### src/common/atsm_pkg.sv
// Constants, types and register layout for the transmit slot mapper.
// Assumes a single clock domain; the link pins are synchronised onto clk inside atsm_top.
package atsm_pkg;
   // Register offsets on the control port
   localparam logic [7:0] ATSM_OFF_PIN_SEL = 8'h1d;
   localparam logic [7:0] ATSM_OFF_CH1     = 8'h1e;
   localparam logic [7:0] ATSM_OFF_CH2     = 8'h1f;
   localparam logic [7:0] ATSM_OFF_CH3     = 8'h20;
   // Reset values
   localparam logic [7:0] ATSM_RST_PIN_SEL = 8'h00;
   localparam logic [7:0] ATSM_RST_CH1     = 8'h20;
   localparam logic [7:0] ATSM_RST_CH2     = 8'h21;
   localparam logic [7:0] ATSM_RST_CH3     = 8'h02;
   // Field positions
   localparam int ATSM_SLOT_LSB = 0;
   localparam int ATSM_SLOT_MSB = 4;
   localparam int ATSM_EN_BIT   = 5;
   localparam int ATSM_SRC_LSB  = 5;
   localparam int ATSM_SRC_MSB  = 6;
   // Writable bits per register; the rest read as zero
   localparam logic [7:0] ATSM_MASK_CH12    = 8'h3f;
   localparam logic [7:0] ATSM_MASK_CH3     = 8'h7f;
   localparam logic [7:0] ATSM_MASK_PIN_SEL = 8'h07;
   // Frame geometry
   localparam int         ATSM_WORD_W    = 32;
   localparam int         ATSM_CHANNELS  = 3;
   localparam logic [4:0] ATSM_TDM_LAST  = 5'h1f;
   localparam logic [4:0] ATSM_HALF_LAST = 5'h0f;

   // Channel three source codes
   typedef enum logic [1:0] {
      ATSM_SRC_HIZ  = 2'h0,
      ATSM_SRC_PDM  = 2'h1,
      ATSM_SRC_VBAT = 2'h2,
      ATSM_SRC_RSVD = 2'h3
   } atsm_src_t;

   // Framing formats
   typedef enum logic [1:0] {
      ATSM_FMT_TDM = 2'h0,
      ATSM_FMT_I2S = 2'h1,
      ATSM_FMT_LJ  = 2'h2
   } atsm_fmt_t;

   // Link state
   typedef enum logic [1:0] {
      ATSM_ST_IDLE = 2'b01,
      ATSM_ST_RUN  = 2'b10
   } atsm_state_t;

   // One frame worth of source samples
   typedef struct packed {
      logic [ATSM_WORD_W-1:0] ch1;
      logic [ATSM_WORD_W-1:0] ch2;
      logic [ATSM_WORD_W-1:0] ch3_pdm;
      logic [ATSM_WORD_W-1:0] vbat;
   } atsm_frame_t;

   // Register access request
   typedef struct packed {
      logic       wr;
      logic       rd;
      logic [7:0] addr;
      logic [7:0] wdata;
   } atsm_reg_req_t;
endpackage

### src/hdl/atsm_buf.sv
// Small valid/ready buffer in front of the serialiser.
// Assumes both sides run on clk; no combinational path from out_ready to in_ready.
`timescale 1ns/1ns
module atsm_buf #(
   parameter int W     = 128,
   parameter int DEPTH = 2
) (
   // Clock and reset
   input  wire logic         clk,
   input  wire logic         rst,
   // Fill side
   input  wire logic         in_valid,
   output logic              in_ready,
   input  wire logic [W-1:0] in_data,
   // Drain side
   output logic              out_valid,
   input  wire logic         out_ready,
   output logic [W-1:0]      out_data
);
   localparam int AW = (DEPTH > 1) ? $clog2(DEPTH) : 1;
   localparam int CW = $clog2(DEPTH + 1);
   localparam logic [CW-1:0] FULL  = CW'(DEPTH);
   localparam logic [AW-1:0] LASTP = AW'(DEPTH - 1);

   logic [W-1:0]  mem [DEPTH];
   logic [AW-1:0] wp, rp, next_wp, next_rp;
   logic [CW-1:0] cnt, next_cnt;
   logic          push, pop;

   // Pointer and count update
   always_comb begin
      push     = in_valid && (cnt != FULL);
      pop      = out_ready && (cnt != '0);
      next_wp  = push ? ((wp == LASTP) ? '0 : wp + 1'b1) : wp;
      next_rp  = pop ? ((rp == LASTP) ? '0 : rp + 1'b1) : rp;
      next_cnt = cnt + CW'(push) - CW'(pop);
   end

   always_ff @(posedge clk or posedge rst) begin
      if (rst) begin
         wp  <= '0;
         rp  <= '0;
         cnt <= '0;
      end else begin
         wp  <= next_wp;
         rp  <= next_rp;
         cnt <= next_cnt;
      end
   end

   // Storage, written only on a push
   always_ff @(posedge clk) begin
      if (push) begin
         mem[wp] <= in_data;
      end
   end

   assign in_ready  = (cnt != FULL);
   assign out_valid = (cnt != '0);
   assign out_data  = mem[rp];
endmodule // atsm_buf

### src/hdl/atsm_top.sv
// Transmit slot mapper for the first three output channels of the primary serial port.
// Assumes bclk and fsync come from another domain; register port and sample
// stream are on clk. Data changes on bclk falling edges, MSB first.
`timescale 1ns/1ns
module atsm_top
   import atsm_pkg::*;
#(
   parameter int SLOT_BITS = 32,
   parameter int BUF_DEPTH = 2
) (
   // Clock and reset
   input  wire logic                    clk,
   input  wire logic                    rst,
   // Register port
   input  wire atsm_pkg::atsm_reg_req_t reg_req,
   output logic [7:0]                   reg_rdata,
   // Framing format select
   input  wire atsm_pkg::atsm_fmt_t     fmt,
   // Sample stream, one frame per word
   input  wire logic                    in_valid,
   output logic                         in_ready,
   input  wire atsm_pkg::atsm_frame_t   in_frame,
   // Link clocks from the far side
   input  wire logic                    bclk,
   input  wire logic                    fsync,
   // Primary data pin
   output logic                         dout,
   output logic                         dout_oe,
   // Secondary data pin
   output logic                         secondary_data_out_pin,
   output logic                         secondary_data_out_pin_oe
);
   import atsm_pkg::*;

   localparam int BW = (SLOT_BITS > 1) ? $clog2(SLOT_BITS) : 1;
   localparam logic [BW-1:0] BIT_LAST = BW'(SLOT_BITS - 1);

   // ---------------- Register file ----------------
   logic [7:0] cfg1, cfg2, cfg3, pin_sel;
   logic [7:0] next_cfg1, next_cfg2, next_cfg3, next_pin_sel, next_rdata;

   // Writes keep only the defined bits; reserved bits stay zero
   always_comb begin
      next_cfg1    = cfg1;
      next_cfg2    = cfg2;
      next_cfg3    = cfg3;
      next_pin_sel = pin_sel;
      next_rdata   = reg_rdata;
      if (reg_req.wr) begin
         unique case (reg_req.addr)
            ATSM_OFF_CH1:     next_cfg1    = reg_req.wdata & ATSM_MASK_CH12;
            ATSM_OFF_CH2:     next_cfg2    = reg_req.wdata & ATSM_MASK_CH12;
            ATSM_OFF_CH3:     next_cfg3    = reg_req.wdata & ATSM_MASK_CH3;
            ATSM_OFF_PIN_SEL: next_pin_sel = reg_req.wdata & ATSM_MASK_PIN_SEL;
            default:          next_cfg1    = cfg1;
         endcase
      end
      if (reg_req.rd) begin
         unique case (reg_req.addr)
            ATSM_OFF_CH1:     next_rdata = cfg1;
            ATSM_OFF_CH2:     next_rdata = cfg2;
            ATSM_OFF_CH3:     next_rdata = cfg3;
            ATSM_OFF_PIN_SEL: next_rdata = pin_sel;
            default:          next_rdata = 8'h00; // Unmapped offsets read zero
         endcase
      end
   end

   always_ff @(posedge clk or posedge rst) begin
      if (rst) begin
         cfg1      <= ATSM_RST_CH1;
         cfg2      <= ATSM_RST_CH2;
         cfg3      <= ATSM_RST_CH3;
         pin_sel   <= ATSM_RST_PIN_SEL;
         reg_rdata <= 8'h00;
      end else begin
         cfg1      <= next_cfg1;
         cfg2      <= next_cfg2;
         cfg3      <= next_cfg3;
         pin_sel   <= next_pin_sel;
         reg_rdata <= next_rdata;
      end
   end

   // ---------------- Link input synchronisers ----------------
   logic bclk_m, bclk_s, bclk_d, fsync_m, fsync_s;
   logic bclk_fall;

   always_ff @(posedge clk or posedge rst) begin
      if (rst) begin
         bclk_m  <= 1'b0;
         bclk_s  <= 1'b0;
         bclk_d  <= 1'b0;
         fsync_m <= 1'b0;
         fsync_s <= 1'b0;
      end else begin
         bclk_m  <= bclk;
         bclk_s  <= bclk_m;
         bclk_d  <= bclk_s;
         fsync_m <= fsync;
         fsync_s <= fsync_m;
      end
   end

   assign bclk_fall = bclk_d && !bclk_s;

   // ---------------- Sample buffer ----------------
   atsm_frame_t buf_data, cur, next_cur;
   logic        buf_valid, buf_pop, buf_ready, buf_take;

   // Only words that the source saw accepted may enter the buffer
   assign buf_take = in_valid && in_ready;

   atsm_buf #(
      .W     ($bits(atsm_frame_t)),
      .DEPTH (BUF_DEPTH)
   ) u_buf (
      .clk       (clk),
      .rst       (rst),
      .in_valid  (buf_take),
      .in_ready  (buf_ready),
      .in_data   (in_frame),
      .out_valid (buf_valid),
      .out_ready (buf_pop),
      .out_data  (buf_data)
   );

   // ---------------- Frame and slot counters ----------------
   atsm_state_t state, next_state;
   logic [BW-1:0] bit_cnt, next_bit_cnt;
   logic [4:0]    slot_cnt, next_slot_cnt;
   logic          right, next_right, over, next_over;
   logic          fs_last, next_fs_last;
   logic          half_start, frame_start, is_tdm;
   logic [4:0]    slot_last, next_eff;

   // Frame edge detection and bit position tracking on each bclk fall
   always_comb begin
      is_tdm        = (fmt == ATSM_FMT_TDM);
      slot_last     = is_tdm ? ATSM_TDM_LAST : ATSM_HALF_LAST;
      half_start    = is_tdm ? (fsync_s && !fs_last) : (fsync_s != fs_last);
      next_state    = state;
      next_bit_cnt  = bit_cnt;
      next_slot_cnt = slot_cnt;
      next_right    = right;
      next_over     = over;
      next_fs_last  = fs_last;
      frame_start   = 1'b0;
      if (bclk_fall) begin
         next_fs_last = fsync_s;
         if (half_start) begin
            next_state    = ATSM_ST_RUN;
            next_bit_cnt  = '0;
            next_slot_cnt = '0;
            next_over     = 1'b0;
            // I2S left half is fsync low, left-justified left half is fsync high
            next_right    = is_tdm ? 1'b0 : ((fmt == ATSM_FMT_I2S) ? fsync_s : !fsync_s);
            frame_start   = !next_right;
         end else if (bit_cnt == BIT_LAST) begin
            next_bit_cnt = '0;
            if (slot_cnt == slot_last) begin
               next_over = 1'b1; // Past the last slot until the next frame edge
            end else begin
               next_slot_cnt = slot_cnt + 5'h01;
            end
         end else begin
            next_bit_cnt = bit_cnt + 1'b1;
         end
      end
      // Effective slot number as the slot fields count it
      next_eff = is_tdm ? next_slot_cnt : {next_right, next_slot_cnt[3:0]};
      // Take a fresh frame of samples at each frame start, zeros if none waits
      buf_pop  = frame_start && buf_valid;
      next_cur = cur;
      if (frame_start) begin
         next_cur = buf_valid ? buf_data : '0;
      end
   end

   always_ff @(posedge clk or posedge rst) begin
      if (rst) begin
         state    <= ATSM_ST_IDLE;
         bit_cnt  <= '0;
         slot_cnt <= '0;
         right    <= 1'b0;
         over     <= 1'b0;
         fs_last  <= 1'b0;
         cur      <= '0;
      end else begin
         state    <= next_state;
         bit_cnt  <= next_bit_cnt;
         slot_cnt <= next_slot_cnt;
         right    <= next_right;
         over     <= next_over;
         fs_last  <= next_fs_last;
         cur      <= next_cur;
      end
   end

   // ---------------- Channel claims ----------------
   logic [ATSM_CHANNELS-1:0] ch_en, ch_claim, ch_bit;
   logic [4:0]               ch_slot [ATSM_CHANNELS];
   logic [ATSM_WORD_W-1:0]   ch_word [ATSM_CHANNELS];
   atsm_src_t                src3;
   logic [ATSM_WORD_W-1:0]   shifted [ATSM_CHANNELS];

   // Per-channel enables and sources
   always_comb begin
      src3       = atsm_src_t'(cfg3[ATSM_SRC_MSB:ATSM_SRC_LSB]);
      ch_en[0]   = cfg1[ATSM_EN_BIT];
      ch_en[1]   = cfg2[ATSM_EN_BIT];
      ch_en[2]   = (src3 == ATSM_SRC_PDM) || (src3 == ATSM_SRC_VBAT);
      ch_slot[0] = cfg1[ATSM_SLOT_MSB:ATSM_SLOT_LSB];
      ch_slot[1] = cfg2[ATSM_SLOT_MSB:ATSM_SLOT_LSB];
      ch_slot[2] = cfg3[ATSM_SLOT_MSB:ATSM_SLOT_LSB];
      ch_word[0] = next_cur.ch1;
      ch_word[1] = next_cur.ch2;
      ch_word[2] = (src3 == ATSM_SRC_VBAT) ? next_cur.vbat : next_cur.ch3_pdm;
   end

   // A channel claims the bit when enabled and its slot is current
   for (genvar i = 0; i < ATSM_CHANNELS; i++) begin : g_ch
      assign ch_claim[i] = ch_en[i] && (next_state == ATSM_ST_RUN) && !next_over
                           && (next_eff == ch_slot[i]);
      assign shifted[i]  = ch_word[i] << next_bit_cnt;
      assign ch_bit[i]   = shifted[i][ATSM_WORD_W-1];
   end

   // ---------------- Pin drivers ----------------
   logic next_dout, next_dout_oe, next_secondary_data_out_pin, next_secondary_data_out_pin_oe;
   logic [ATSM_CHANNELS-1:0] to_pri, to_sec;

   // Route claims to the selected pin; unclaimed slots float
   always_comb begin
      to_pri        = ch_claim & ~pin_sel[ATSM_CHANNELS-1:0];
      to_sec        = ch_claim & pin_sel[ATSM_CHANNELS-1:0];
      next_dout     = dout;
      next_dout_oe  = dout_oe;
      next_secondary_data_out_pin    = secondary_data_out_pin;
      next_secondary_data_out_pin_oe = secondary_data_out_pin_oe;
      if (bclk_fall) begin
         next_dout_oe  = |to_pri;
         next_secondary_data_out_pin_oe = |to_sec;
         next_dout     = |(to_pri & ch_bit);
         next_secondary_data_out_pin    = |(to_sec & ch_bit);
      end
   end

   always_ff @(posedge clk or posedge rst) begin
      if (rst) begin
         dout     <= 1'b0;
         dout_oe  <= 1'b0;
         secondary_data_out_pin    <= 1'b0;
         secondary_data_out_pin_oe <= 1'b0;
         in_ready <= 1'b0;
      end else begin
         dout     <= next_dout;
         dout_oe  <= next_dout_oe;
         secondary_data_out_pin    <= next_secondary_data_out_pin;
         secondary_data_out_pin_oe <= next_secondary_data_out_pin_oe;
         in_ready <= buf_ready && !(in_valid && in_ready); // Registered, conservative
      end
   end
endmodule // atsm_top
### config.mk
export PLATFORM = sky130hd
export DESIGN_NAME = atsm_top
export DESIGN_NICKNAME = d
export VERILOG_FILES = /design/src/common/atsm_pkg.sv /design/src/hdl/atsm_buf.sv /design/src/hdl/atsm_top.sv
export SDC_FILE = /design/constraint.sdc
export NUM_CORES = 1
export LEC_CHECK = 0
export BUFFER_PORTS_ARGS = -buffer_cell sky130_fd_sc_hd__clkbuf_2
export CELL_PAD_IN_SITES_DETAIL_PLACEMENT = 2
export CELL_PAD_IN_SITES_GLOBAL_PLACEMENT = 2
export CORE_ASPECT_RATIO = 2
export CORE_MARGIN = 1
export CORE_UTILIZATION = 46
export DETAILED_ROUTE_END_ITERATION = 8
export PLACE_DENSITY_LB_ADDON = 0.25
export SLEW_MARGIN = 20
export SYNTH_ARGS = -nofsm -noshare
export SYNTH_HDL_FRONTEND = slang
export SYNTH_SLANG_ARGS = --single-unit
### constraint.sdc
create_clock -name clk -period 29.8 [get_ports clk]
set_clock_uncertainty 0.1 [all_clocks]
set_input_delay 2.98 -clock clk [delete_from_list [all_inputs] [get_ports clk]]
set_output_delay 2.98 -clock clk [all_outputs]
set_load 0.005 [all_outputs]
==> metrics.txt, run 1 <==
# TYPE chip_impl_metric gauge
chip_impl_metric{name="core",unit="sq mm"} 0.0397
chip_impl_info{name="timing.critical_path.cells",value="clkbuf_2 > nand3b_1 > and3_2 > nand2_4 > buf_4 > o31ai_1 > mux2i_1 > a2bb2o_1 > o21ai_0 > nand4_1 > nand3_1 > a31oi_1"} 1
chip_impl_metric{name="chipHeight",unit="microns"} 286
chip_impl_metric{name="final_core_util",unit="%"} 53.2
chip_impl_info{name="synth_ff_type",value="edfxtp_1"} 1
chip_impl_metric{name="final.min_clock_period",unit="ns"} 6.73
chip_impl_metric{name="worstPathMaxFanout",unit=""} 96
chip_impl_info{name="yosys-top-cells-count",value="edfxtp_1 (256), dfrtp_1 (181), mux2i_1 (152), o31ai_1 (109), o21ai_0 (101)"} 1
chip_impl_metric{name="synth_cells",unit=""} 1331
chip_impl_metric{name="cts.clk_slew.worst_paths",unit="ns"} 0.07
chip_impl_metric{name="max-vdd-ir-drop",unit="V"} 0.0000544
chip_impl_metric{name="ctsLongestPathBuffers",unit=""} 3
chip_impl_metric{name="power.density",unit="mW/mm^2"} 94.1
chip_impl_metric{name="edff_count_synth",unit=""} 256
chip_impl_info{name="crit_type",value="input pin to flip-flop"} 1
chip_impl_metric{name="grt_start_max_net_pins",unit=""} 129
chip_impl_metric{name="fin_setup_tns",unit="ns"} 0
chip_impl_metric{name="drive_above_1_share",unit="%"} 21.2
chip_impl_metric{name="grt.total_usage",unit="%"} 27.9
chip_impl_metric{name="max_freq",unit="MHz"} 149
chip_impl_metric{name="internal-power",unit="mW"} 1.32
chip_impl_metric{name="post_cts.resized_instances",unit=""} 0
chip_impl_metric{name="max-slew-margin-rel",unit="%"} 33.5
chip_impl_info{name="setup_repair_after_global_routing_missed_its_margin",value="false"} 1
chip_impl_info{name="startpoint_type",value="input pin"} 1
chip_impl_metric{name="place_hpwl",unit="microns"} 36800
chip_impl_metric{name="grt_antenna_before_repair",unit=""} 0
chip_impl_metric{name="first_global_vias",unit=""} 13700
chip_impl_metric{name="cts-buffers-inserted",unit=""} 40
chip_impl_metric{name="design.final.nets",unit=""} 1620
chip_impl_metric{name="globalRouteOverflowTotal",unit=""} 0
chip_impl_metric{name="mappedNetlistArea",unit="sq mm"} 0.0186
chip_impl_info{name="cts_tree",value="built"} 1
chip_impl_info{name="timing.critical_path.to_type",value="flip-flop"} 1
chip_impl_info{name="clockRootBuffer",value="clkbuf_16"} 1
chip_impl_metric{name="diodes",unit=""} 0
chip_impl_metric{name="finalSetupViolCount",unit=""} 0
chip_impl_info{name="status",value="finished, final reports clean"} 1
chip_impl_metric{name="power.share.sequential",unit="%"} 45.1
chip_impl_metric{name="ctsHoldBuffers",unit=""} 0
chip_impl_metric{name="nFillCells",unit=""} 3749
chip_impl_metric{name="synthesis.nets",unit=""} 1491
chip_impl_info{name="synth.largest_area_cell",value="edfxtp_1"} 1
chip_impl_metric{name="initial_cell_density_of_the_core",unit="%"} 46.9
chip_impl_metric{name="p_leak",unit="nW"} 8.52
chip_impl_metric{name="cp_data_arrival_time",unit="ns"} 7.02
chip_impl_metric{name="drt_iter0_markers",unit=""} 607
chip_impl_metric{name="row_count",unit=""} 103
chip_impl_metric{name="place.port_buffers",unit=""} 163
chip_impl_metric{name="route.vias.total",unit=""} 11900
chip_impl_metric{name="switching_share",unit="%"} 33.7
chip_impl_metric{name="numClockSinks",unit=""} 442
chip_impl_metric{name="proportion_of_synthesized_flip_flops_having_asynchronous_set_or_reset",unit="%"} 42.1
chip_impl_metric{name="portion_of_total_power_attributed_to_combinational_logic",unit="%"} 27.8
chip_impl_metric{name="average_vias_per_placed_instance",unit=""} 5.90
chip_impl_metric{name="dr.pass1.iters",unit=""} 4
chip_impl_metric{name="timing.critical_path.slowest_cell_delay",unit="ns"} 0.92
chip_impl_info{name="post-synth-top-count-cell",value="edfxtp_1"} 1
chip_impl_metric{name="ys_types",unit=""} 90
chip_impl_metric{name="fin_crit_sh",unit="%"} 22.6
chip_impl_metric{name="area.growth.synth_to_final",unit="%"} 13.4
chip_impl_metric{name="synth_sequential_area_ratio",unit="%"} 66.3
chip_impl_info{name="critical_path.slowest_cell",value="buf_4"} 1
chip_impl_metric{name="timing_worst_slew_pin_value",unit="ns"} 0.998
chip_impl_metric{name="report.final.hold_viol_count",unit=""} 0
chip_impl_metric{name="yosys.area.top_type_share",unit="%"} 41.3
chip_impl_metric{name="detail_route.drc_violations",unit=""} 0
chip_impl_info{name="hold_class",value="flip-flop to flip-flop"} 1
chip_impl_info{name="area_contributors_post_synth",value="edfxtp_1 (41%), dfrtp_1 (24%), mux2i_1 (8.2%), o31ai_1 (4.4%), o21ai_0 (2.7%)"} 1
chip_impl_metric{name="net-switching-power",unit="uW"} 670
chip_impl_metric{name="die_area",unit="sq mm"} 0.0413
chip_impl_metric{name="yosys_register_bits",unit=""} 442
chip_impl_metric{name="first_pass_grt_wire_length",unit="microns"} 83800
chip_impl_metric{name="postRouteWirelength",unit="microns"} 55600
chip_impl_metric{name="critical_path_required",unit="ns"} 30.09
chip_impl_metric{name="io_pins",unit=""} 166
chip_impl_metric{name="routed_wire_length_per_instance",unit="microns"} 27.6
chip_impl_metric{name="clk-insertion-delay-late",unit="ns"} 0.55
chip_impl_metric{name="ctsHtreeMaxLevel",unit=""} 2
chip_impl_metric{name="detail-route-antenna-nets",unit=""} 0
chip_impl_metric{name="cap_violations",unit=""} 0
chip_impl_metric{name="synth_warn",unit=""} 0
chip_impl_metric{name="dieWidth",unit="microns"} 144
chip_impl_metric{name="global_placer_s_final_weighted_congestion",unit=""} 0.804
chip_impl_metric{name="syn_avg_cell_area",unit="sq um"} 14.0
chip_impl_metric{name="cts_setup_buffers",unit=""} 0
chip_impl_metric{name="p_clk_share",unit="%"} 27.1
chip_impl_metric{name="drv_slew",unit=""} 0
[per-layer routing]
metal	part of all wire, %	global-route usage (%)	routed length (microns)
met1	35	29.2	19500
met2	57	52.9	31600
met3	2.8	3.17	1540
met5	0	0	0
met4	5.4	15.1	2990
[final cells by class]
| cell class | count | area [sq um] | area share [%] |
|---|---|---|---|
| sequential | 442 | 12400 | 58.5 |
| tap | 525 | 657 | 3.11 |
| multi-input combinational | 775 | 5720 | 27.1 |
| timing repair buffer | 178 | 941 | 4.46 |
| clock buffer | 57 | 1110 | 5.24 |
| clock inverter | 17 | 235 | 1.11 |
| inverter | 23 | 91.3 | 0.433 |
[critical path: cells and delay by family]
kind            cells  cell delay (ns)
simple gates        5             1.63
buf+inv             2             1.12
mux                 1             0.34
compound gates      4             0.90
[flip-flops by register name, summed over array words and instances, names as in the netlist, 2 cells and up]
register   flops
u_buf.mem    256
cur          128
cfg3           7
reg_rdata      7
cfg1           6
cfg2           6
bit_cnt        5
slot_cnt       5
pin_sel        3
state          2
u_buf.cnt      2
[power groups by stage]
stage	combinational [mW]	clock [mW]	sequential (mW)
global route	0.590	0.565	0.909
finish	0.553	0.539	0.895
floorplan	0.378	0	0.879
global placement	0.516	0	0.886
detailed placement	0.548	0	0.904
CTS	0.559	0.547	0.896
[worst paths after layout]
kind                                       from           endpoint  slack [ns]  cells after the start
max                                      fmt[1]   dout$_DFFE_PP0P_       23.07                     12
min                            bclk_m$_DFF_PP0_   bclk_s$_DFF_PP0_        0.26                      0
max reg2reg                u_buf.rp$_DFFE_PP0P_   dout$_DFFE_PP0P_       24.90                     10
min reg2reg                    bclk_m$_DFF_PP0_   bclk_s$_DFF_PP0_        0.26                      0
max in group asynchronous                   rst  cur[29]$_DFF_PP0_       25.04                      4
min in group asynchronous                   rst  fsync_m$_DFF_PP0_        2.41                      2
[cell families after synthesis]
group | after synthesis | synth area share (%)
adders and majority gates | 7 | 0.471
and+or+nand+nor | 222 | 5.77
xor gates and xnor gates | 18 | 0.847
muxes | 191 | 10.9
AOI/OAI and AO/OA | 336 | 12.6
buffers and inverters | 114 | 3.05
other | 1 | 0.0201
DFF | 442 | 66.3
[stage by stage]
step / power (mW) / area [sq um] / hold WS, ns / worst slack (ns) / instances
after global placement: 1.40 / 19800 / 0.243 / 22.75 / 1943
after global routing: 2.06 / 21100 / 0.276 / 22.89 / 2017
final: 1.99 / 21100 / 0.258 / 23.07 / 2017
after floorplan: 1.26 / 18600 / 0.231 / 17.25 / 1331
after detailed placement: 1.45 / 19800 / 0.243 / 22.57 / 1943
after CTS: 2.00 / 21100 / 0.263 / 23.10 / 2017
[cell usage in the layout (no fill, tap or decap), types with 11 or more instances in the layout]
| cell | synthesis | layout |
|---|---|---|
| a211oi_1 | 13 | 13 |
| a21o_1 | 11 | 11 |
| a21oi_1 | 19 | 19 |
| buf_4 | 11 | 14 |
| clkbuf_1 | 29 | 14 |
| clkbuf_16 | 0 | 41 |
| clkbuf_2 | 0 | 163 |
| dfrtp_1 | 181 | 180 |
| edfxtp_1 | 256 | 256 |
| inv_1 | 20 | 19 |
| mux2_2 | 33 | 33 |
| mux2i_1 | 152 | 152 |
| nand2_1 | 92 | 92 |
| nor2_1 | 56 | 54 |
| nor4_1 | 14 | 14 |
| o21ai_0 | 101 | 101 |
| o31ai_1 | 109 | 109 |
| xnor2_1 | 11 | 11 |
Power figures use the tool's default switching activity.
==> run 2: changes to the inputs <==
--- a/config.mk
+++ b/config.mk
@@ -10,7 +10,7 @@
 export CELL_PAD_IN_SITES_GLOBAL_PLACEMENT = 2
 export CORE_ASPECT_RATIO = 2
 export CORE_MARGIN = 1
-export CORE_UTILIZATION = 46
+export CORE_UTILIZATION = 38
 export DETAILED_ROUTE_END_ITERATION = 8
 export PLACE_DENSITY_LB_ADDON = 0.25
 export SLEW_MARGIN = 20
==> constraint.sdc (replaced) <==
create_clock -name clk -period 5.8 [get_ports clk]
set_clock_uncertainty 0.1 [all_clocks]
set_input_delay 0.58 -clock clk [delete_from_list [all_inputs] [get_ports clk]]
set_output_delay 0.58 -clock clk [all_outputs]
set_load 0.005 [all_outputs]
==> run 2 against run 1 <==
Non-clock buffer count rose by 2. Critical path depth fell by 1. Via count fell by 2.0%. First-iteration DRC count fell by 17%. Flip-flop and latch count did not move. Power rose to 5.1 times the previous value. Die area rose by 21%. Wire length fell by 4.5%. Core utilization fell by 8.9 points. Count of clock-buffer cells in the layout fell by 4. Largest cell class unchanged.
==> metrics.txt, run 2 (synthesis results as in run 1) <==
# TYPE chip_impl_metric gauge
chip_impl_metric{name="initial_cell_density_of_the_core",unit="%"} 38.5
chip_impl_metric{name="final.min_clock_period",unit="ns"} 4.13
chip_impl_metric{name="max-slew-margin-rel",unit="%"} 32.7
chip_impl_metric{name="post_cts.resized_instances",unit=""} 0
chip_impl_metric{name="detailroute.wirelength.met3",unit="microns"} 1520
chip_impl_metric{name="timing_worst_slew_pin_value",unit="ns"} 1.01
chip_impl_metric{name="dr_wl_met2",unit="microns"} 29500
chip_impl_metric{name="io_pins",unit=""} 166
chip_impl_metric{name="wl_met1",unit="microns"} 19300
chip_impl_metric{name="dpl_cell_area",unit="sq mm"} 0.0200
chip_impl_metric{name="grt_antenna_before_repair",unit=""} 0
chip_impl_metric{name="place.port_buffers",unit=""} 163
chip_impl_metric{name="drive_above_1_share",unit="%"} 21.8
chip_impl_metric{name="setup_slack_of_the_worst_register_to_register_path",unit="ns"} 1.67
chip_impl_info{name="mostFrequentLayoutCell",value="edfxtp_1"} 1
chip_impl_metric{name="grt_start_max_net_pins",unit=""} 129
chip_impl_metric{name="cts_setup_buffers",unit=""} 0
chip_impl_metric{name="area.growth.synth_to_final",unit="%"} 14.9
chip_impl_metric{name="nFillCells",unit=""} 4737
chip_impl_metric{name="p_leak",unit="nW"} 8.58
chip_impl_info{name="setup_repair_after_global_routing_missed_its_margin",value="false"} 1
chip_impl_metric{name="dr.pass1.iters",unit=""} 4
chip_impl_metric{name="first_pass_grt_wire_length",unit="microns"} 79700
chip_impl_info{name="timing.critical_path.to_type",value="flip-flop"} 1
chip_impl_metric{name="post-place-cells",unit=""} 2058
chip_impl_metric{name="diodes",unit=""} 0
chip_impl_metric{name="timing.reg2reg.worst_path_depth",unit=""} 11
chip_impl_metric{name="final_core_util",unit="%"} 44.2
chip_impl_metric{name="finalSetupViolCount",unit=""} 0
chip_impl_metric{name="grt.total_usage",unit="%"} 21.8
chip_impl_metric{name="worstPathMaxFanout",unit=""} 79
chip_impl_metric{name="chipHeight",unit="microns"} 315
chip_impl_info{name="r2r_start",value="bclk_s$_DFF_PP0_"} 1
chip_impl_metric{name="drt_iter0_markers",unit=""} 504
chip_impl_info{name="mostFrequentLayoutCells",value="edfxtp_1 (256), dfrtp_1 (180), clkbuf_2 (163), mux2i_1 (152), o31ai_1 (109)"} 1
chip_impl_info{name="registers.top_by_ff_count",value="u_buf.mem"} 1
chip_impl_metric{name="cts-buffers-inserted",unit=""} 41
chip_impl_metric{name="numClockSinks",unit=""} 442
chip_impl_metric{name="max_freq",unit="MHz"} 242
chip_impl_metric{name="largest_register_ff_count",unit=""} 256
chip_impl_metric{name="die_area",unit="sq mm"} 0.0499
chip_impl_metric{name="report.final.hold_viol_count",unit=""} 0
chip_impl_metric{name="power.density",unit="mW/mm^2"} 476
chip_impl_metric{name="globalRouteOverflowTotal",unit=""} 0
chip_impl_metric{name="cap_violations",unit=""} 0
chip_impl_metric{name="design.final.nets",unit=""} 1623
chip_impl_metric{name="detail-route-antenna-nets",unit=""} 0
chip_impl_metric{name="global_placer_s_final_weighted_congestion",unit=""} 0.771
chip_impl_info{name="status",value="finished, final reports clean"} 1
chip_impl_metric{name="place_hpwl",unit="microns"} 35800
chip_impl_metric{name="row_count",unit=""} 114
chip_impl_metric{name="ctsLongestPathBuffers",unit=""} 3
chip_impl_metric{name="postRouteWirelength",unit="microns"} 53100
chip_impl_metric{name="dieWidth",unit="microns"} 158
chip_impl_metric{name="route.vias.total",unit=""} 11700
chip_impl_metric{name="ctsHoldBuffers",unit=""} 0
chip_impl_metric{name="fin_setup_tns",unit="ns"} 0
chip_impl_metric{name="fin_crit_sh",unit="%"} 71.2
chip_impl_metric{name="average_vias_per_placed_instance",unit=""} 5.47
chip_impl_metric{name="core",unit="sq mm"} 0.0484
chip_impl_metric{name="routed_wire_length_per_instance",unit="microns"} 24.9
chip_impl_info{name="critical_path.reg2reg.endpoint",value="secondary_data_out_pin$_DFFE_PP0P_"} 1
chip_impl_metric{name="clk-insertion-delay-late",unit="ns"} 0.57
chip_impl_info{name="topRoutingLayerUsed",value="met4"} 1
chip_impl_info{name="hold_class",value="input pin to asynchronous set/reset pin"} 1
chip_impl_info{name="crit_type",value="flip-flop to flip-flop"} 1
chip_impl_metric{name="drv_slew",unit=""} 0
chip_impl_metric{name="critical_path_required",unit="ns"} 6.17
chip_impl_info{name="biggestRegsByFlops",value="u_buf.mem x256, cur x128"} 1
chip_impl_metric{name="detail_route.drc_violations",unit=""} 0
chip_impl_metric{name="max-vdd-ir-drop",unit="V"} 0.000322
chip_impl_metric{name="cp_data_arrival_time",unit="ns"} 4.50
chip_impl_info{name="clockRootBuffer",value="clkbuf_16"} 1
chip_impl_info{name="cts_tree",value="built"} 1
chip_impl_info{name="startpoint_type",value="flip-flop"} 1
chip_impl_metric{name="cts.clk_slew.worst_paths",unit="ns"} 0.06
chip_impl_metric{name="ctsHtreeMaxLevel",unit=""} 2
chip_impl_metric{name="post_layout_nonfiller_instances",unit=""} 2134
chip_impl_metric{name="first_global_vias",unit=""} 13200
chip_impl_metric{name="postLayoutCellArea",unit="sq mm"} 0.0214
-- run 2: cell count changes in the layout (fill, tap and decap cells not counted), moves of 2 or more --
cell      before  now
buf_12         1    8
clkinv_2       0    6
buf_4         14    9
clkbuf_1      14   11
clkinv_1       8    5
clkinv_8       0    2
-- run 2: per-stage QoR --
stage / total power, mW / hold slack (ns) / setup WS, ns
final: 10.2 / 0.00445 / 1.67
after global routing: 10.6 / 0.0444 / 1.40
after CTS: 10.3 / 0.0136 / 1.64
after detailed placement: 7.49 / 0.246 / 1.59
after global placement: 7.31 / 0.244 / 1.68
after floorplan: 6.42 / 0.231 / 0.0712
-- run 2: final cells by class --
class                   instances  area [sq um]  share of cell area [%]
well taps                     638           798                    3.73
flip-flops and latches        442         12400                    57.8
repair buffers                180          1040                    4.88
multi-input cells             775          5720                    26.8
clock buffers                  53          1080                    5.06
clock inverters                23           294                    1.37
inverters                      23          91.3                   0.427
-- run 2: worst max path at each step --
stage                                              end              from  cells past startpoint  slack [ns]
global route        secondary_data_out_pin$_DFFE_PP0P_  bclk_s$_DFF_PP0_                     11        1.40
CTS                 secondary_data_out_pin$_DFFE_PP0P_  bclk_s$_DFF_PP0_                     11        1.64
detailed placement  secondary_data_out_pin$_DFFE_PP0P_            fmt[1]                     12        1.59
floorplan                             bclk_d$_DFF_PP0_               rst                      1        0.07
finish              secondary_data_out_pin$_DFFE_PP0P_  bclk_s$_DFF_PP0_                     11        1.67
global placement    secondary_data_out_pin$_DFFE_PP0P_            fmt[1]                     12        1.68
-- run 2: layer usage --
layer  vias to the layer above  global-route usage (%)
met5                         -                       0
met4                         0                    10.9
met3                        92                    2.49
met2                       234                    41.1
met1                      6014                    23.4
li1                       5332                       -
-- run 2: worst max-delay path, cell delays in order (launching register included) --
cell	delay (ns)
dfrtp_1	0.40
and2b_1	0.61
and3_2	0.37
nand2_4	0.51
buf_12	0.45
o31ai_1	0.49
o221ai_1	0.20
a21oi_1	0.17
o21ai_0	0.13
o2111ai_2	0.21
nand4_1	0.17
a31oi_1	0.18
-- run 2: power breakdown --
part           total, mW  switching [mW]  internal (mW)
logic               2.80            1.81          0.986
registers           4.57           0.373           4.20
clock network       2.80            1.20           1.60
total               10.2            3.39           6.79
